[src/verilog/bcd_pkg.sv]
/*
 * Shared constants and carrier types for the brushless commutation decoder.
 * Assumes a single 10 MHz clock and an Avalon-MM slave port with 32-bit data.
 */
package bcd_pkg;

	// ==========================================================
	// Register map (byte addresses)
	localparam logic [3:0]  BCD_OFS_CTRL     = 4'h0;
	localparam logic [3:0]  BCD_OFS_STATUS   = 4'h4;
	localparam logic [3:0]  BCD_OFS_DRIVE    = 4'h8;

	// ==========================================================
	// Control register fields
	localparam int          BCD_CTRL_EN_BIT  = 0;
	localparam int          BCD_CTRL_BRK_BIT = 1;
	localparam int          BCD_CTRL_DIR_BIT = 2;
	localparam int          BCD_CTRL_SEL_BIT = 3;
	localparam int          BCD_CTRL_USE_BIT = 4;
	// Defaults match open input pins: enable high, brake high
	localparam logic [4:0]  BCD_CTRL_RESET   = 5'h03;

	// Status register fields
	localparam int          BCD_ST_FAULT_BIT = 0;
	localparam int          BCD_ST_INV_BIT   = 1;
	localparam int          BCD_ST_SECT_LSB  = 4;

	// ==========================================================
	// Drive levels
	localparam logic [2:0]  BCD_TOP_ALL_OFF  = 3'h7;
	localparam logic [2:0]  BCD_BOT_ALL_OFF  = 3'h0;
	localparam logic [2:0]  BCD_BOT_ALL_ON   = 3'h7;
	localparam logic [2:0]  BCD_SECT_NONE    = 3'h7;

	// Hall pins idle high through the internal pull-ups
	localparam logic [2:0]  BCD_HALL_RESET   = 3'h7;

	typedef struct packed {
		logic a;
		logic b;
		logic c;
	} bcd_phase_t;

	typedef struct packed {
		bcd_phase_t top_n;
		bcd_phase_t bot;
		logic       fault_n;
	} bcd_drive_t;

	typedef struct packed {
		logic        overcurrent;
		logic        undervoltage;
		logic        overtemp;
	} bcd_prot_t;

endpackage : bcd_pkg

[src/verilog/bcd_decoder.sv]
/*
 * Rotor position decoder and six-step drive logic with brake interlock.
 * Assumes hall, control and protection inputs synchronous to clock.
 */
// Operation
// - Fault low on invalid, disable, overcurrent, undervoltage, overtemperature
// - Select high picks 60, low 120
// - Brake low allows run; high brakes
// - Eight codes, six valid, two invalid
// - Each valid code a distinct 60 degree sector
// - Reverse swaps top and bottom per phase
// - Enable defaults high when unconnected
// - Disabled: tops off, bottoms low, fault
// - Brake: tops off, all bottoms on
// - Brake outranks every other input
// - Brake defaults high when unconnected
// - Bottoms wait until all tops off
// - Interlock uses internal top controls
// - Unconnected hall input reads high
// - Top drives and fault active low
// - Invalid code, no brake: all off, fault
// - Overcurrent ends conduction for oscillator cycle
`timescale 1ns/1ps

module bcd_decoder
	import bcd_pkg::*;
(
	input  wire logic                  clock,
	input  wire logic                  rstn,
	input  wire logic                  hall_input_a,
	input  wire logic                  hall_input_b,
	input  wire logic                  hall_input_c,
	input  wire logic                  hall_a_conn,
	input  wire logic                  hall_b_conn,
	input  wire logic                  hall_c_conn,
	input  wire logic                  phasing_60_sel,
	input  wire logic                  forward_sel,
	input  wire logic                  run_enable,
	input  wire logic                  run_enable_conn,
	input  wire logic                  brake_in,
	input  wire logic                  brake_conn,
	input  wire logic                  osc_cycle_start,
	input  wire bcd_pkg::bcd_prot_t    prot,
	input  wire logic [3:0]            avs_address,
	input  wire logic                  avs_read,
	input  wire logic                  avs_write,
	input  wire logic [31:0]           avs_writedata,
	input  wire logic [3:0]            avs_byteenable,
	output logic [31:0]                avs_readdata,
	output logic                       avs_waitrequest,
	output logic                       phase_a_high_side_drive,
	output logic                       phase_b_high_side_drive,
	output logic                       phase_c_high_side_drive,
	output logic                       phase_a_low_side_drive,
	output logic                       phase_b_low_side_drive,
	output logic                       phase_c_low_side_drive,
	output logic                       fault_n
);
	import bcd_pkg::*;

	// ==========================================================
	// State
	typedef struct packed {
		logic [4:0]  ctrl;
		logic        oc_latch;
		logic        ack;
		logic [31:0] rdata;
		logic [2:0]  sector;
		logic        invalid;
		bcd_drive_t  drv;
	} bcd_state_t;

	bcd_state_t st_r;
	bcd_state_t st_nxt;

	logic [2:0]  hall;
	logic        en_eff;
	logic        brk_eff;
	logic        dir_eff;
	logic        sel_eff;
	logic        use_sw;
	logic [2:0]  sect;
	logic        valid;
	bcd_phase_t  top_on;
	bcd_phase_t  bot_on;
	bcd_phase_t  top_n_int;
	bcd_phase_t  bot_int;
	logic        oc_now;
	logic        fault_now;
	logic        bus_go;

	// Sector lookup for 60 degree phasing, indexed by code
	function automatic logic [3:0] bcd_dec60(input logic [2:0] h);
		unique case (h)
			3'h4:    bcd_dec60 = {1'b1, 3'h0};
			3'h6:    bcd_dec60 = {1'b1, 3'h1};
			3'h7:    bcd_dec60 = {1'b1, 3'h2};
			3'h3:    bcd_dec60 = {1'b1, 3'h3};
			3'h1:    bcd_dec60 = {1'b1, 3'h4};
			3'h0:    bcd_dec60 = {1'b1, 3'h5};
			default: bcd_dec60 = {1'b0, BCD_SECT_NONE};
		endcase
	endfunction

	function automatic logic [3:0] bcd_dec120(input logic [2:0] h);
		unique case (h)
			3'h4:    bcd_dec120 = {1'b1, 3'h0};
			3'h6:    bcd_dec120 = {1'b1, 3'h1};
			3'h2:    bcd_dec120 = {1'b1, 3'h2};
			3'h3:    bcd_dec120 = {1'b1, 3'h3};
			3'h1:    bcd_dec120 = {1'b1, 3'h4};
			3'h5:    bcd_dec120 = {1'b1, 3'h5};
			default: bcd_dec120 = {1'b0, BCD_SECT_NONE};
		endcase
	endfunction

	// ==========================================================
	// Input conditioning
	always_comb
	begin
		// Open hall lines read high, like the pull-ups
		hall[2] = hall_a_conn ? hall_input_a : 1'b1;
		hall[1] = hall_b_conn ? hall_input_b : 1'b1;
		hall[0] = hall_c_conn ? hall_input_c : 1'b1;
		use_sw  = st_r.ctrl[BCD_CTRL_USE_BIT];
		// Pins win unless software takes over; open enable and brake pins default high
		en_eff  = use_sw ? st_r.ctrl[BCD_CTRL_EN_BIT]
			: (run_enable_conn ? run_enable : 1'b1);
		brk_eff = use_sw ? st_r.ctrl[BCD_CTRL_BRK_BIT]
			: (brake_conn ? brake_in : 1'b1);
		dir_eff = use_sw ? st_r.ctrl[BCD_CTRL_DIR_BIT] : forward_sel;
		sel_eff = use_sw ? st_r.ctrl[BCD_CTRL_SEL_BIT] : phasing_60_sel;
		{valid, sect} = sel_eff ? bcd_dec60(hall) : bcd_dec120(hall);
	end

	// ==========================================================
	// Six-step commutation
	always_comb
	begin
		top_on = '0;
		bot_on = '0;
		// Each sector: one top and one bottom on different phases
		unique case (sect)
			3'h0:    begin top_on.a = 1'b1; bot_on.c = 1'b1; end
			3'h1:    begin top_on.b = 1'b1; bot_on.c = 1'b1; end
			3'h2:    begin top_on.b = 1'b1; bot_on.a = 1'b1; end
			3'h3:    begin top_on.c = 1'b1; bot_on.a = 1'b1; end
			3'h4:    begin top_on.c = 1'b1; bot_on.b = 1'b1; end
			3'h5:    begin top_on.a = 1'b1; bot_on.b = 1'b1; end
			default: begin top_on = '0; bot_on = '0; end
		endcase
		// Reverse: exchange top and bottom of the same phase
		if (!dir_eff)
		begin
			{top_on, bot_on} = {bot_on, top_on};
		end
	end

	// ==========================================================
	// Drive selection and fault
	always_comb
	begin
		// Latched until next oscillator cycle start
		oc_now    = prot.overcurrent | st_r.oc_latch;
		fault_now = !valid | !en_eff | prot.overcurrent
			| prot.undervoltage | prot.overtemp;
		if (brk_eff)
		begin
			top_n_int = BCD_TOP_ALL_OFF;
			// Bottoms held off until the internal top controls are off
			bot_int   = (st_r.drv.top_n == BCD_TOP_ALL_OFF)
				? BCD_BOT_ALL_ON : BCD_BOT_ALL_OFF;
		end
		else if (!en_eff)
		begin
			top_n_int = BCD_TOP_ALL_OFF;
			bot_int   = BCD_BOT_ALL_OFF;
		end
		else if (!valid)
		begin
			top_n_int = BCD_TOP_ALL_OFF;
			bot_int   = BCD_BOT_ALL_OFF;
		end
		else if (oc_now || prot.undervoltage || prot.overtemp)
		begin
			top_n_int = BCD_TOP_ALL_OFF;
			bot_int   = BCD_BOT_ALL_OFF;
		end
		else
		begin
			top_n_int = ~top_on;
			bot_int   = bot_on;
		end
	end

	// ==========================================================
	// Next state and bus slave
	always_comb
	begin
		st_nxt             = st_r;
		st_nxt.drv.top_n   = top_n_int;
		st_nxt.drv.bot     = bot_int;
		st_nxt.drv.fault_n = !fault_now;
		st_nxt.sector      = valid ? sect : BCD_SECT_NONE;
		st_nxt.invalid     = !valid;
		// Set wins over the cycle-start clear
		st_nxt.oc_latch    = prot.overcurrent | (st_r.oc_latch & !osc_cycle_start);
		// One wait cycle, then answer; ack drops for one cycle after
		bus_go             = (avs_read | avs_write) & !st_r.ack;
		st_nxt.ack         = bus_go;
		if (bus_go && avs_write && avs_address == BCD_OFS_CTRL && avs_byteenable[0])
		begin
			st_nxt.ctrl = avs_writedata[4:0];
		end
		st_nxt.rdata = '0;
		if (bus_go && avs_read)
		begin
			unique case (avs_address)
				BCD_OFS_CTRL:   st_nxt.rdata = {27'h0, st_r.ctrl};
				BCD_OFS_STATUS: st_nxt.rdata = {25'h0, st_r.sector, 2'h0,
					st_r.invalid, !st_r.drv.fault_n};
				BCD_OFS_DRIVE:  st_nxt.rdata = {25'h0, st_r.drv};
				default:        st_nxt.rdata = '0;
			endcase
		end
	end

	always_ff @(posedge clock or negedge rstn)
	begin
		if (!rstn)
		begin
			st_r             <= '0;
			st_r.ctrl        <= BCD_CTRL_RESET;
			st_r.sector      <= BCD_SECT_NONE;
			st_r.drv.top_n   <= BCD_TOP_ALL_OFF;
			st_r.drv.bot     <= BCD_BOT_ALL_OFF;
			st_r.drv.fault_n <= 1'b1;
		end
		else
		begin
			st_r <= st_nxt;
		end
	end

	always_comb
	begin
		avs_readdata            = st_r.rdata;
		avs_waitrequest         = !st_r.ack;
		phase_a_high_side_drive = st_r.drv.top_n.a;
		phase_b_high_side_drive = st_r.drv.top_n.b;
		phase_c_high_side_drive = st_r.drv.top_n.c;
		phase_a_low_side_drive  = st_r.drv.bot.a;
		phase_b_low_side_drive  = st_r.drv.bot.b;
		phase_c_low_side_drive  = st_r.drv.bot.c;
		fault_n                 = st_r.drv.fault_n;
	end

endmodule // bcd_decoder

[config.mk]
export PLATFORM = sky130hd
export DESIGN_NAME = bcd_decoder
export DESIGN_NICKNAME = d
export VERILOG_FILES = /design/src/verilog/bcd_pkg.sv /design/src/verilog/bcd_decoder.sv
export SDC_FILE = /design/constraint.sdc
export NUM_CORES = 1
export LEC_CHECK = 0
export ABC_CLOCK_PERIOD_IN_PS = 1560
export CORE_MARGIN = 5
export CORE_UTILIZATION = 56
export CTS_CLUSTER_DIAMETER = 200
export CTS_CLUSTER_SIZE = 25
export DETAILED_ROUTE_END_ITERATION = 8
export DONT_BUFFER_PORTS = 1
export GPL_TIMING_DRIVEN = 0
export PLACE_DENSITY = 0.72
export SYNTH_ARGS = -nofsm -noshare
export SYNTH_HDL_FRONTEND = slang
export SYNTH_SLANG_ARGS = --single-unit
[constraint.sdc]
create_clock -name clock -period 1.56 [get_ports clock]
set_input_delay 0.312 -clock clock [delete_from_list [all_inputs] [get_ports clock]]
set_output_delay 0.312 -clock clock [all_outputs]
set_load 0.05 [all_outputs]
Word level (Yosys, flattened, before mapping)

Cells that the tools add are included.

Input bits: 60
Output and inout port bits: 40
Bits in registers: 50
Logic and storage cells: 91

Muxes and demuxes: 32
Reduce and logical (&&, ||, !) cells: 21
Eq/ne operators: 15
Bitwise logic cells: 10

Operator list:

| kind                                                             | number |
|---|---|
| 4-bit case mux with 6 select lines                               | 2 |
| 3-bit two-way mux                                                | 12 |
| 3-bit == test (second input constant)                            | 7 |
| 7-bit case mux with 3 select lines                               | 1 |
| 1-bit two-way mux                                                | 15 |
| 3-bit by 2-bit == test with 1-bit output (second input constant) | 4 |
| 2-bit OR reduction                                               | 6 |
| 7-bit two-way mux                                                | 1 |
| 1-bit bitwise OR                                                 | 7 |
| 3-bit by 1-bit == test with 1-bit output (second input constant) | 2 |
| 1-bit zero test                                                  | 6 |
| 3-bit zero test                                                  | 2 |
| 4-bit by 3-bit == test with 1-bit output (second input constant) | 1 |
| 4-bit == test (second input constant)                            | 1 |
| 1-bit logical AND                                                | 4 |
| 4-bit zero test                                                  | 1 |
| 4-bit two-way mux                                                | 1 |
| 3-bit NOT                                                        | 1 |
| 1-bit bitwise AND                                                | 2 |
| 1-bit logical OR                                                 | 2 |

Logic depth before layout (Yosys ltp)

Depth after elaboration: 13
Mapped depth: 6
Mapped depth without buffers: 4

Least setup slack after synthesis

No wires, ideal clock.

Kind: register -> register
Start point: register st_r[45] in the netlist's numbering
End point: register st_r (netlist bit phase_a_high_side_drive)
Setup time: 0.088 ns
Stages on the path, launching flop included: 6
Arrival time: 1.511 ns
Buffers on the path: 1
Data required time: 1.472 ns
Setup slack: -0.039 ns
Cell sequence: dfstp_2 nand2b_1 o311ai_0 or3_1 clkbuf_1 or3_1

RTL lines:

| element                  | RTL line           | text |
|---|---|---|
| start: declaration       | bcd_decoder.sv:73  | `bcd_state_t st_r;` |
| start signal: assignment | bcd_decoder.sv:241 | `st_r <= st_nxt;` |

==> flow_metrics.tcl <==
set metrics [dict create \
    rr_worst_depth 5 \
    cpPeakStageDelay_ns 0.36 \
    grt_antenna_before_repair 0 \
    total_switching_power_uw 598.5 \
    cts_tree "done" \
    failed_checks "setup timing" \
    asyncSetResetFlopFracSynth 1.000 \
    maxSlewViolCount 0 \
    critPathTopFamily "multiplexers" \
    p_sw_frac 0.3686 \
    fin_hold_ws_ns 0.09958 \
    power_per_cell_area_nw_per_um2 920.3 \
    setup_ws_ns -0.08114 \
    die_w_microns 62.64 \
    core_region_sq_um 2710 \
    cts-root-buf "sky130_fd_sc_hd__clkbuf_4" \
    cts_made_buffers 3 \
    clkSlewWorstSetupHoldPaths_ns 0.12 \
    p_clk_frac 0.163 \
    synthDistinctLibCells 32 \
    final.min_clock_period_ns 1.641 \
    detail_route.wirelength_microns 2866 \
    ff2ff_setup_slack_ns -0.08 \
    result_of_the_run "finished with violations" \
    layout.cells.most_common_list "sky130_fd_sc_hd__buf_4 (35), sky130_fd_sc_hd__conb_1 (25), sky130_fd_sc_hd__dfrtp_1 (16), sky130_fd_sc_hd__nor2_1 (14)" \
    fin_crit_sh 1.052 \
    yosys_register_bits 25 \
    critical_path_peak_fanout 9 \
    timing.setup.tns_ns -0.3088 \
    setup_viol 6 \
    yosysSeqAreaShare 0.4105 \
    portBuffers 0 \
    intPower_mw 1.025 \
    hold_path.class "in2reg" \
    layout-area-overhead-vs-synth_pct 13.71 \
    layout_commonest_cell "sky130_fd_sc_hd__buf_4" \
    cell_depth_of_the_worst_min_delay_path 1 \
    hold_startpoint "prot[2]" \
    cp_num_buf_inv 1 \
    cp_data_arrival_time_ns 1.87 \
    vdd_ir_drop_max_mv 0.5382 \
    diodes 0 \
    floorplan.die_area_sq_um 3923 \
    setup_crit_start_kind "register" \
    pin_count_of_the_biggest_net_entering_global_routing 26 \
    globalRouteOverflowTotal 0 \
    routedWlPerCell_microns 13.09 \
    grt_pass1_vias 997 \
    synth_area_per_cell_sq_um 9.882 \
    first_pass_grt_wire_length_microns 4774 \
    via_per_inst 4.890 \
    origin_of_the_critical_flop_to_flop_path "st_r[49]" \
    final_net_count 249 \
    max_clock_buf_depth 2 \
    final_cell_count_no_fill 219 \
    crit_path_cell_trace "buf_6, mux2i_4, mux2i_2, mux2i_1, or3_1" \
    post_route_cells_drive_above_1_share 0.3457 \
    achievable-frequency_ghz 0.6093 \
    drt.antenna.violating_nets 0 \
    cp-end-kind "register" \
    drv_cap 0 \
    rows 19 \
    global_placer_s_final_weighted_congestion 0.8311 \
    clock_tree.htree_level_count 1 \
    dieHeight_microns 62.64 \
    clkSinkCount 25 \
    synthesis.instances 157 \
    syn_area_sq_um 1551 \
    synth_ff_type "sky130_fd_sc_hd__dfrtp_1" \
    drt-pass1-iter-count 4 \
    power_frac_seq 0.504 \
    timing.clock.skew_ns 0.006611 \
    maxSlewHeadroom 0.3064 \
    initial_utilization 0.5725 \
    final-hold-violation-count 0 \
    critical_path.startpoint "st_r[49]" \
    critical-path-slowest-cell "sky130_fd_sc_hd__dfrtp_1" \
    worst_ep_required_time_ns 1.79 \
    reg2reg_to "phase_a_high_side_drive" \
    unrepaired_setup_endpoints_after_global_routing "yes" \
    warnings_from_yosys 0 \
    insertion_delay_ns 0.30 \
    route.detailed.drc 0 \
    total_leakage_power_nw 0.8479 \
    hold_end "st_r[44]" \
    timing_worst_slew_pin_value_ns 1.037 \
    groute.usage.overall 0.1477 \
    p_comb_frac 0.333 \
    dp_cells 212 \
    boundaryPins 100 \
    number_of_enable_flip_flop_cells_after_synthesis 0 \
    detailedRoute.firstIterationViolations 26 \
    criticalPathCategory "reg2reg" \
    vias 1071 \
]
-- stage by stage --
step | worst slack [ns] | power, mW | util | cell area, sq um
CTS | -0.08894 | 1.624 | 0.6440 | 1745
floorplan | 0.007804 | 1.263 | - | 1643
global route | -0.1303 | 1.713 | 0.6510 | 1764
detailed placement | -0.1395 | 1.320 | 0.6205 | 1682
global placement | -0.1154 | 1.310 | 0.6205 | 1682
finish | -0.08114 | 1.624 | 0.6510 | 1764
-- area by class of cell --
| type | instances | area [sq um] |
|---|---|---|
| Clock buffer | 4 | 26.28 |
| Multi-Input combinational cell | 114 | 740.7 |
| Sequential cell | 25 | 636.9 |
| Timing Repair Buffer | 4 | 32.53 |
| Inverter | 3 | 11.26 |
| Tap cell | 31 | 38.79 |
| Fill cell | 223 | 945.9 |
| Buffer | 38 | 277.8 |
-- per-layer routing --
metal	track usage	up-vias	wire, microns
met3	0.03777	2	224
li1	-	543	-
met5	0	-	0
met2	0.2642	35	1525
met1	0.1734	491	1091
met4	0.03979	0	25
-- logic make-up after synthesis --
kind of cell           synth area share
AO/OA/AOI/OAI                   0.08790
XOR/XNOR                        0.01049
buffers and inverters            0.1887
flip-flops                       0.4105
multiplexers                     0.1500
other                          0.002417
AND/OR/NAND/NOR                  0.1500
-- how the worst max path moves through the flow --
stage / to / slack (ns) / depth (start not counted)
finish: phase_a_high_side_drive / -0.08 / 5
floorplan: phase_a_high_side_drive / 0.008 / 5
global placement: phase_c_low_side_drive / -0.12 / 5
global route: phase_b_high_side_drive / -0.13 / 5
detailed placement: phase_a_low_side_drive / -0.14 / 5
CTS: phase_b_high_side_drive / -0.09 / 5
-- state kept, by name, indices dropped and copies added (netlist names) --
register / count
st_r: 11
phase_c_high_side_drive: 1
avs_readdata: 7
phase_b_low_side_drive: 1
phase_a_high_side_drive: 1
phase_b_high_side_drive: 1
phase_c_low_side_drive: 1
fault_n: 1
phase_a_low_side_drive: 1
-- Yosys cell counts (2+ instances only) --
cell | n | area [sq um]
sky130_fd_sc_hd__clkbuf_1 | 5 | 18.77
sky130_fd_sc_hd__or3_1 | 3 | 18.77
sky130_fd_sc_hd__nand2b_1 | 3 | 18.77
sky130_fd_sc_hd__nand2_1 | 3 | 11.26
sky130_fd_sc_hd__a22oi_1 | 2 | 15.01
sky130_fd_sc_hd__dfstp_2 | 9 | 236.5
sky130_fd_sc_hd__nand4_1 | 2 | 12.51
sky130_fd_sc_hd__a21oi_1 | 7 | 35.03
sky130_fd_sc_hd__nand3_1 | 5 | 25.02
sky130_fd_sc_hd__nor3_1 | 7 | 35.03
sky130_fd_sc_hd__inv_1 | 3 | 11.26
sky130_fd_sc_hd__o21ai_0 | 2 | 10.01
sky130_fd_sc_hd__o31ai_1 | 3 | 22.52
sky130_fd_sc_hd__mux2i_2 | 2 | 27.53
sky130_fd_sc_hd__nor2b_1 | 7 | 43.79
sky130_fd_sc_hd__buf_6 | 2 | 22.52
sky130_fd_sc_hd__mux2_2 | 6 | 67.56
sky130_fd_sc_hd__o22ai_1 | 2 | 12.51
sky130_fd_sc_hd__dfrtp_1 | 16 | 400.4
sky130_fd_sc_hd__nor2_1 | 16 | 60.06
sky130_fd_sc_hd__buf_4 | 32 | 240.2
sky130_fd_sc_hd__mux2i_1 | 10 | 100.1
-- power groups by stage --
stage / clock network, mW / logic [mW] / registers, mW
floorplan: 0 / 0.448 / 0.815
global placement: 0 / 0.481 / 0.829
detailed placement: 0 / 0.490 / 0.830
CTS: 0.277 / 0.529 / 0.818
global route: 0.309 / 0.581 / 0.824
finish: 0.264 / 0.541 / 0.818
-- what timing repair did --
item	4_1_cts	5_1_grt
pin swaps	1	1
resized for setup	3	4
hold endpoints to repair	25	0
setup endpoints to repair	8	8
setup buffers	2	1
hold buffers	1	0
No activity file was read; power rests on OpenSTA's default activity.
